[config.mk]
export PLATFORM = sky130hd
export DESIGN_NAME = hbsfc_top
export DESIGN_NICKNAME = d
export VERILOG_FILES = /design/src/common/hbsfc_pkg.sv /design/src/verilog/hbsfc_top.sv /design/src/verilog/hbsfc_bridge.sv
export SDC_FILE = /design/constraint.sdc
export NUM_CORES = 1
export LEC_CHECK = 0
export ABC_AREA = 1
export BUFFER_PORTS_ARGS = -buffer_cell sky130_fd_sc_hd__buf_2
export CELL_PAD_IN_SITES_DETAIL_PLACEMENT = 0
export CELL_PAD_IN_SITES_GLOBAL_PLACEMENT = 2
export CORE_MARGIN = 2
export CORE_UTILIZATION = 25
export DETAILED_ROUTE_END_ITERATION = 10
export PLACE_DENSITY_LB_ADDON = 0.1
export SLEW_MARGIN = 10
export SYNTH_ARGS = -nofsm -noshare
export SYNTH_HDL_FRONTEND = slang
export SYNTH_SLANG_ARGS = --single-unit
[constraint.sdc]
create_clock -name clk -period 5.1 [get_ports clk]
set_input_delay 1.02 -clock clk [delete_from_list [all_inputs] [get_ports clk]]
set_output_delay 1.02 -clock clk [all_outputs]
set_load 0.005 [all_outputs]
[src/common/hbsfc_pkg.sv]
// constants for the bridge sleep and fault control block
// assumes a 25 MHz system clock
package hbsfc_pkg;
	localparam int CLK_HZ = 25000000;
	localparam int WAKE_US = 1000;
	localparam int WAKE_CYC = (WAKE_US * (CLK_HZ / 1000000));
	localparam int DEGLITCH_NS = 4000;
	localparam int DEGLITCH_CYC = (DEGLITCH_NS + 39) / 40;
	localparam int RETRY_US = 1350;
	localparam int RETRY_CYC = (RETRY_US * (CLK_HZ / 1000000));
	localparam int CNT_W = 16;
	localparam logic [1:0] IN_COAST = 2'h0;
	localparam logic [1:0] IN_REV = 2'h1;
	localparam logic [1:0] IN_FWD = 2'h2;
	localparam logic [1:0] IN_BRAKE = 2'h3;
	typedef enum logic [1:0] {
		HBSFC_RUN,
		HBSFC_TRIPPED
	} hbsfc_ocp_st_t;
	typedef enum logic [1:0] {
		HBSFC_SLEEP,
		HBSFC_WAKING,
		HBSFC_ACTIVE
	} hbsfc_mode_t;
endpackage

[src/verilog/hbsfc_top.sv]
// sleep, wake-up, thermal and supply lockout control of a dual h-bridge
// assumes limit, thermal and supply comparator levels synchronous to clk
`timescale 1ns/1ps
`default_nettype none
module hbsfc_top #(
	parameter int WAKE_CYC = hbsfc_pkg::WAKE_CYC,
	parameter int DEG_CYC = hbsfc_pkg::DEGLITCH_CYC,
	parameter int RETRY_CYC = hbsfc_pkg::RETRY_CYC
) (
	input wire logic clk,
	input wire logic rst_n,
	input wire logic standby_request_low,
	input wire logic supply_low_lockout,
	input wire logic thermal_trip,
	input wire logic bridge_a_input_one,
	input wire logic bridge_a_input_two,
	input wire logic bridge_b_input_one,
	input wire logic bridge_b_input_two,
	input wire logic [1:0] hs_limit,
	input wire logic [1:0] ls_limit,
	input wire logic [1:0] bridge_sense_node,
	output logic [1:0] out_one,
	output logic [1:0] out_one_oe_n,
	output logic [1:0] out_two,
	output logic [1:0] out_two_oe_n,
	output logic [1:0] chop_active,
	output logic charge_pump_en,
	output logic osc_en,
	output logic fault_flag_low,
	output logic fault_flag_low_oe_n
);
	typedef struct packed {
		hbsfc_pkg::hbsfc_mode_t mode;
		logic [hbsfc_pkg::CNT_W-1:0] cnt;
		logic [hbsfc_pkg::CNT_W-1:0] age;
		logic fault;
	} hbsfc_top_st_t;
	hbsfc_top_st_t s_q, s_d;
	// reset synchroniser kept apart: it runs on a different reset
	logic [1:0] rs_q;
	logic rst_sync_n;
	logic core_rst_n;
	logic bridge_en;
	logic [1:0] overcurrent_shutdown;
	logic [1:0] in_one;
	logic [1:0] in_two;
	assign rst_sync_n = rs_q[1];
	// sleep or lockout resets the core
	assign core_rst_n = rst_sync_n & standby_request_low & ~supply_low_lockout;
	assign in_one = {bridge_b_input_one, bridge_a_input_one};
	assign in_two = {bridge_b_input_two, bridge_a_input_two};
	// inputs act only when awake, not hot
	assign bridge_en = (s_q.mode == hbsfc_pkg::HBSFC_ACTIVE) & ~thermal_trip;
	always_ff @(posedge clk or negedge rst_n) begin
		if (!rst_n) begin
			rs_q <= 2'h0;
		end else begin
			rs_q <= {rs_q[0], 1'b1};
		end
	end
	always_comb begin
		s_d = s_q;
		case (s_q.mode)
			hbsfc_pkg::HBSFC_SLEEP: begin
				s_d.mode = hbsfc_pkg::HBSFC_WAKING;
				s_d.cnt = '0;
			end
			hbsfc_pkg::HBSFC_WAKING: begin
				// release, sleep cycle and output edge fit in the delay
				if (s_q.cnt >= hbsfc_pkg::CNT_W'(WAKE_CYC - 3)) begin
					s_d.mode = hbsfc_pkg::HBSFC_ACTIVE;
					s_d.cnt = '0;
				end else begin
					s_d.cnt = s_q.cnt + 1'b1;
				end
			end
			hbsfc_pkg::HBSFC_ACTIVE: begin
				s_d.cnt = '0;
			end
			default: begin
				s_d.mode = hbsfc_pkg::HBSFC_SLEEP;
				s_d.cnt = '0;
			end
		endcase
		s_d.fault = thermal_trip | (|overcurrent_shutdown);
		// cycles spent out of active since core release, for the wake check
		if (s_q.mode != hbsfc_pkg::HBSFC_ACTIVE && s_q.age != '1) begin
			s_d.age = s_q.age + 1'b1;
		end
	end
	always_ff @(posedge clk or negedge core_rst_n) begin
		if (!core_rst_n) begin
			s_q <= '{mode: hbsfc_pkg::HBSFC_SLEEP, cnt: '0, age: '0,
				fault: 1'b0};
		end else begin
			s_q <= s_d;
		end
	end
	genvar g;
	generate
		for (g = 0; g < 2; g++) begin : g_br
			// each bridge trips on its own
			hbsfc_bridge #(.DEG_CYC(DEG_CYC), .RETRY_CYC(RETRY_CYC)) u_br (
				.clk(clk),
				.rst_n(core_rst_n),
				.enable(bridge_en),
				.in_one(in_one[g]),
				.in_two(in_two[g]),
				.hs_limit(hs_limit[g]),
				.ls_limit(ls_limit[g]),
				.sense_over(bridge_sense_node[g]),
				.out_one(out_one[g]),
				.out_one_oe_n(out_one_oe_n[g]),
				.out_two(out_two[g]),
				.out_two_oe_n(out_two_oe_n[g]),
				.chop_active(chop_active[g]),
				.ocp_fault(overcurrent_shutdown[g])
			);
		end
	endgenerate
	// pump and clocks stop in sleep
	assign charge_pump_en = core_rst_n;
	assign osc_en = core_rst_n;
	// open drain: output always low, enable active low when pulling
	assign fault_flag_low = 1'b0;
	assign fault_flag_low_oe_n =
		~(s_q.fault | (supply_low_lockout & rst_sync_n));
endmodule
`default_nettype wire

[src/verilog/hbsfc_bridge.sv]
// one h-bridge: input decode, chopping and overcurrent shutdown with retry
// assumes the top holds it in reset while sleeping or under supply lockout
`timescale 1ns/1ps
`default_nettype none
module hbsfc_bridge #(
	parameter int DEG_CYC = hbsfc_pkg::DEGLITCH_CYC,
	parameter int RETRY_CYC = hbsfc_pkg::RETRY_CYC
) (
	input wire logic clk,
	input wire logic rst_n,
	input wire logic enable,
	input wire logic in_one,
	input wire logic in_two,
	input wire logic hs_limit,
	input wire logic ls_limit,
	input wire logic sense_over,
	output logic out_one,
	output logic out_one_oe_n,
	output logic out_two,
	output logic out_two_oe_n,
	output logic chop_active,
	output logic ocp_fault
);
	typedef struct packed {
		hbsfc_pkg::hbsfc_ocp_st_t st;
		logic [hbsfc_pkg::CNT_W-1:0] cnt;
		logic o1;
		logic o2;
		logic oe1_n;
		logic oe2_n;
		logic chop;
	} hbsfc_br_t;
	hbsfc_br_t s_q, s_d;
	logic limit;
	assign limit = hs_limit | ls_limit;
	always_comb begin
		s_d = s_q;
		s_d.chop = enable & sense_over;
		case (s_q.st)
			hbsfc_pkg::HBSFC_RUN: begin
				if (limit && enable) begin
					if (s_q.cnt >= hbsfc_pkg::CNT_W'(DEG_CYC - 1)) begin
						s_d.st = hbsfc_pkg::HBSFC_TRIPPED;
						s_d.cnt = '0;
					end else begin
						s_d.cnt = s_q.cnt + 1'b1;
					end
				end else begin
					s_d.cnt = '0;
				end
			end
			hbsfc_pkg::HBSFC_TRIPPED: begin
				if (s_q.cnt >= hbsfc_pkg::CNT_W'(RETRY_CYC - 1)) begin
					s_d.st = hbsfc_pkg::HBSFC_RUN;
					s_d.cnt = '0;
				end else begin
					s_d.cnt = s_q.cnt + 1'b1;
				end
			end
			default: begin
				s_d.st = hbsfc_pkg::HBSFC_RUN;
				s_d.cnt = '0;
			end
		endcase
		// decode; chopping forces slow decay
		s_d.o1 = 1'b0;
		s_d.o2 = 1'b0;
		s_d.oe1_n = 1'b1;
		s_d.oe2_n = 1'b1;
		if (enable && s_d.st == hbsfc_pkg::HBSFC_RUN) begin
			case ({in_one, in_two})
				hbsfc_pkg::IN_COAST: begin
					s_d.oe1_n = 1'b1;
				end
				hbsfc_pkg::IN_REV: begin
					s_d.o2 = ~s_d.chop;
					s_d.oe1_n = 1'b0;
					s_d.oe2_n = 1'b0;
				end
				hbsfc_pkg::IN_FWD: begin
					s_d.o1 = ~s_d.chop;
					s_d.oe1_n = 1'b0;
					s_d.oe2_n = 1'b0;
				end
				default: begin
					s_d.oe1_n = 1'b0;
					s_d.oe2_n = 1'b0;
				end
			endcase
		end
	end
	always_ff @(posedge clk or negedge rst_n) begin
		if (!rst_n) begin
			s_q <= '{st: hbsfc_pkg::HBSFC_RUN, cnt: '0, o1: 1'b0, o2: 1'b0,
				oe1_n: 1'b1, oe2_n: 1'b1, chop: 1'b0};
		end else begin
			s_q <= s_d;
		end
	end
	assign out_one = s_q.o1;
	assign out_two = s_q.o2;
	assign out_one_oe_n = s_q.oe1_n;
	assign out_two_oe_n = s_q.oe2_n;
	assign chop_active = s_q.chop;
	assign ocp_fault = (s_q.st == hbsfc_pkg::HBSFC_TRIPPED);
endmodule
`default_nettype wire

### Yosys cells after proc, flatten, opt, wreduce, memory -nomap -nowiden

Index checks and enable logic that the tools add are counted.

| storage, ports and cells | value |
|---|---|
| word-level logic and storage cells | 90 |
| output and inout port bits | 14 |
| input port bits | 15 |
| flip-flop bits (word level) | 67 |

| cells by class | value |
|---|---|
| bitwise logic cells | 16 |
| order comparisons | 5 |
| multiplexer cells | 26 |
| reductions and logical operators | 13 |
| eq/ne operators | 9 |
| add/sub/neg operators | 3 |

Operators with widths:

| cell | number |
|---|---|
| 16-bit two-way mux | 8 |
| 18-bit one-hot mux with 2 select lines | 2 |
| 16-bit by 1-bit adder with 16-bit output (second input constant) | 3 |
| 16-bit greater-or-equal comparator (second input constant) | 2 |
| 16-bit by 7-bit greater-or-equal comparator with 1-bit output (second input constant) | 2 |
| 16-bit by 15-bit greater-or-equal comparator with 1-bit output (second input constant) | 1 |
| 2-bit logical NOT | 7 |
| 2-bit two-way mux | 7 |
| 2-bit by 1-bit == test with 1-bit output (second input constant) | 5 |
| 4-bit two-way mux | 2 |
| 1-bit bitwise AND | 6 |
| 2-bit == test (second input constant) | 3 |
| 1-bit two-way mux | 6 |
| 1-bit NOT | 6 |
| 2-bit one-hot mux with 3 select lines | 1 |
| 1-bit logical AND | 4 |
| 1-bit OR | 4 |
| 2-bit inequality test (second input constant) | 1 |
| 2-bit AND reduction | 1 |
| 2-bit OR reduction | 1 |

### Depth between registers and ports, before layout

| logic depth | value |
|---|---|
| word-level depth | 8 |
| gate-level depth with buffers | 11 |
| depth with buffers taken out | 11 |

### By module

Synthesis repeated with hierarchy kept, for this count alone.

| second synthesis, totals | value |
|---|---|
| cell total of the unflattened synthesis | 447 |
| area total of the unflattened synthesis | 3831.2 um2 |

By module, submodules not included:

| module | cells an instance | area an instance (um2) | instances |
|---|---|---|---|
| hbsfc_bridge | 154 | 1332.5 | 2 |
| hbsfc_top | 139 | 1166.1 | 1 |

### Worst setup path after synthesis

OpenSTA, ideal clock, no wires.

| path | value |
|---|---|
| kind | input-to-output |
| start | input standby_request_low |
| end | output osc_en |
| required time | 4.080 ns |
| arrival | 4.394 ns |
| setup slack | -0.314 ns |
| cell stages on the path | 3 |
| cells stage by stage | nand2_1 nor2_1 buf_4 |

| between the ends | value |
|---|---|
| word-level cells in the longest chain between the ends | 2 |

RTL lines:

| what | RTL line | text |
|---|---|---|
| from (decl) | hbsfc_top.sv:12 | `input wire logic standby_request_low,` |
| 1-bit bitwise AND (2 in a row) | hbsfc_top.sv:49 | `assign core_rst_n = rst_sync_n & standby_request_low & ~supply_low_lockout;` |
| to (decl) | hbsfc_top.sv:28 | `output logic osc_en,` |

No other way between the ends.

### Final worst setup path

| path | value |
|---|---|
| start | input standby_request_low |
| end | output charge_pump_en |

| between the ends | value |
|---|---|
| word-level cells in the longest chain between the ends | 2 |

RTL lines:

| what | RTL line | text |
|---|---|---|
| 1-bit bitwise AND (2 in a row) | hbsfc_top.sv:49 |  |
| to (decl) | hbsfc_top.sv:27 | `output logic charge_pump_en,` |

No other way between the ends.

==> results.txt <==
Slew headroom - 46.8%
CTS HTree Levels - 3
worst r2r path cells - 5
io pins - 29
initial core utilization - 25.3%
status - complete, no violations
Seq cells post-synth - 65
clock insertion delay at the later pin of the skew report - 0.33 ns
FP Rows - 44
overall global routing resource usage - 11.8%
post-CTS resize count - 0
post-synthesis sequential area ratio - 44.8%
Die Footprint - 15500 um^2
final hold vios - 0
RSZ-0062 raised after global routing - false
filler instances - 1551
Final ANT Viol Nets - 0
Worst Path Required - 4.08 ns
FF-to-FF Start - g_br[0].u_br.s_q[5]
final setup vio count - 0
number of buffers created by CTS - 9
core box area - 14400 um^2
setup bufs post-CTS - 0
Worst R2R Setup Slack - 3.15 ns
detailed-route DRC error count - 0
Tightest Pin Transition - 0.798 ns
initial antenna violation count - 0
die width - 125 um
layout cells sized above 1 - 15.1%
first-pass GRT wire length - 14.6 mm
multi-input logic area - 1660 um^2
most common cell after layout, fill and taps aside - nand2_1
CP arrival - 1.53 ns
DR pass1 iterations - 4
crit path kind - primary input to output port
# hold bufs at CTS - 0
dpl hpwl - 6.01 mm
commonest cells after routing, fill and taps aside - 83 x nand2_1, 63 x inv_1, 63 x dfrtp_1
met1 WL - 4.19 mm
Reg2Reg Capture Point - g_br[0].u_br.s_q[6]
Final Max Tran Viols - 0
Crit. End Element - output port
register area - 1630 um^2
cell count after synthesis - 448
vias in the first global route - 2881
Tot Pwr - 1.24 mW
total number of vias - 2783
Top Layer Used - met4
pwr/cell area - 298 nW/um^2
CTS Sinks - 65
clk buf depth - 2
CP Max Fanout - 7
synthesized area - 3640 um^2
Final Skew - 0.00663 ns
met2 WL - 3.89 mm
TritonCTS clock tree - yes
setup TNS - 0 ns
Antenna diodes - 0
Port-buffer cells - 27
Final Critical Period - 2.55 ns
worst vdd ir - 0.0966 mV
DR iter-0 viols - 136
Root Buffer - clkbuf_16
FMAX - 392 MHz
Worst-path clk slew - 0.05 ns
syn avg cell area - 8.12 um^2
Lkg Pwr - 1.87 nW
Final GP Congestion - 0.712
Routed Wire Length - 8.39 mm
vias per inst - 4.20
routed len/inst - 12.7 um
# nets final - 497
critical path startpoint category - primary input
synthesis-to-finish area growth - 14.6%
largest net degree at the start of global routing - 60
YS warnings - 0
GR Overflow Total - 0
wire length on met3 - 152 um
HP Class - flip-flop to asynchronous set/reset pin
MaxCap Viol Count - 0
Die H - 125 um
Netlist cell types - 38
fin crit share - 50.0%
-- through the flow --
step	utilization, %	instances	hold WS (ns)	cell area, um^2	worst slack [ns]
after global placement	27.2	646	0.249	3900	2.54
after detailed placement	27.2	646	0.258	3900	2.53
after global routing	29.0	662	0.302	4170	2.48
after CTS	29.0	662	0.260	4170	2.53
after floorplan	-	451	0.331	3650	0.911
final	29.0	662	0.260	4170	2.55
-- cell usage after synthesis, drive strengths merged --
cell / n / area (um^2)
a21o: 1 / 7.51
xor2: 24 / 210
o21bai: 4 / 33.8
nor3: 19 / 111
nand2: 85 / 329
conb: 2 / 7.51
inv: 64 / 240
nor2: 66 / 263
nand3b: 1 / 7.51
nand3: 35 / 175
dfrtp: 63 / 1580
or2: 4 / 25.0
buf: 17 / 128
o21ai: 8 / 40.0
nor4: 1 / 6.26
xnor2: 3 / 26.3
a21boi: 2 / 15.0
ha: 9 / 113
a21oi: 28 / 189
and3: 1 / 6.26
dfstp: 2 / 52.6
a31oi: 1 / 6.26
nand4: 8 / 71.3
-- critical path, cell delays in order --
cell and delay, ns:
buf_2 0.07, nand2_1 0.07, nor2_4 0.20, buf_2 0.17
-- state kept, by name (all words and copies together), names as in the netlist --
name / count
g_br.u_br.s_q: 36
rs_q: 2
g_br.u_br.out_two: 2
g_br.u_br.out_one: 2
g_br.u_br.chop_active: 2
g_br.u_br.out_one_oe_n: 2
s_q: 19
-- worst max path at each step --
stage / end / depth (start not counted) / from
2_1_floorplan: osc_en / 3 / standby_request_low
6_report: charge_pump_en / 4 / standby_request_low
3_3_place_gp: osc_en / 4 / standby_request_low
4_1_cts: charge_pump_en / 4 / standby_request_low
3_5_place_dp: charge_pump_en / 4 / standby_request_low
5_1_grt: charge_pump_en / 4 / standby_request_low
-- logic make-up (layout without fill, tap and decap cells) --
group | Yosys count | count (layout) | share of synthesized area, %
other cells | 2 | 5 | 0.206
fa+ha+maj | 9 | 9 | 3.09
flops | 65 | 65 | 44.8
buf+inv | 81 | 108 | 10.1
simple gates | 220 | 220 | 27.3
compound gates | 44 | 44 | 8.01
xor+xnor | 27 | 27 | 6.50
-- area by class of cell --
type | instances | share of cell area (%)
Timing Repair Buffer | 28 | 3.42
Clock buffer | 12 | 5.91
Multi-Input combinational cell | 305 | 39.8
Inverter | 64 | 5.76
Clock inverter | 4 | 0.480
Sequential cell | 65 | 39.1
Tap cell | 184 | 5.52
-- report_power, final --
group	switching, mW	internal, mW	leakage, nW
clock	0.227	0.339	0.136
combinational	0.0777	0.0396	0.854
sequential	0.0163	0.543	0.875
-- routing by layer --
layer,track usage (%),vias to the layer above
met3,2.15,9
met1,16.1,1304
li1,-,1447
met4,5.75,0
met5,0,-
met2,17.9,23
(Power assumes the default switching activity.)
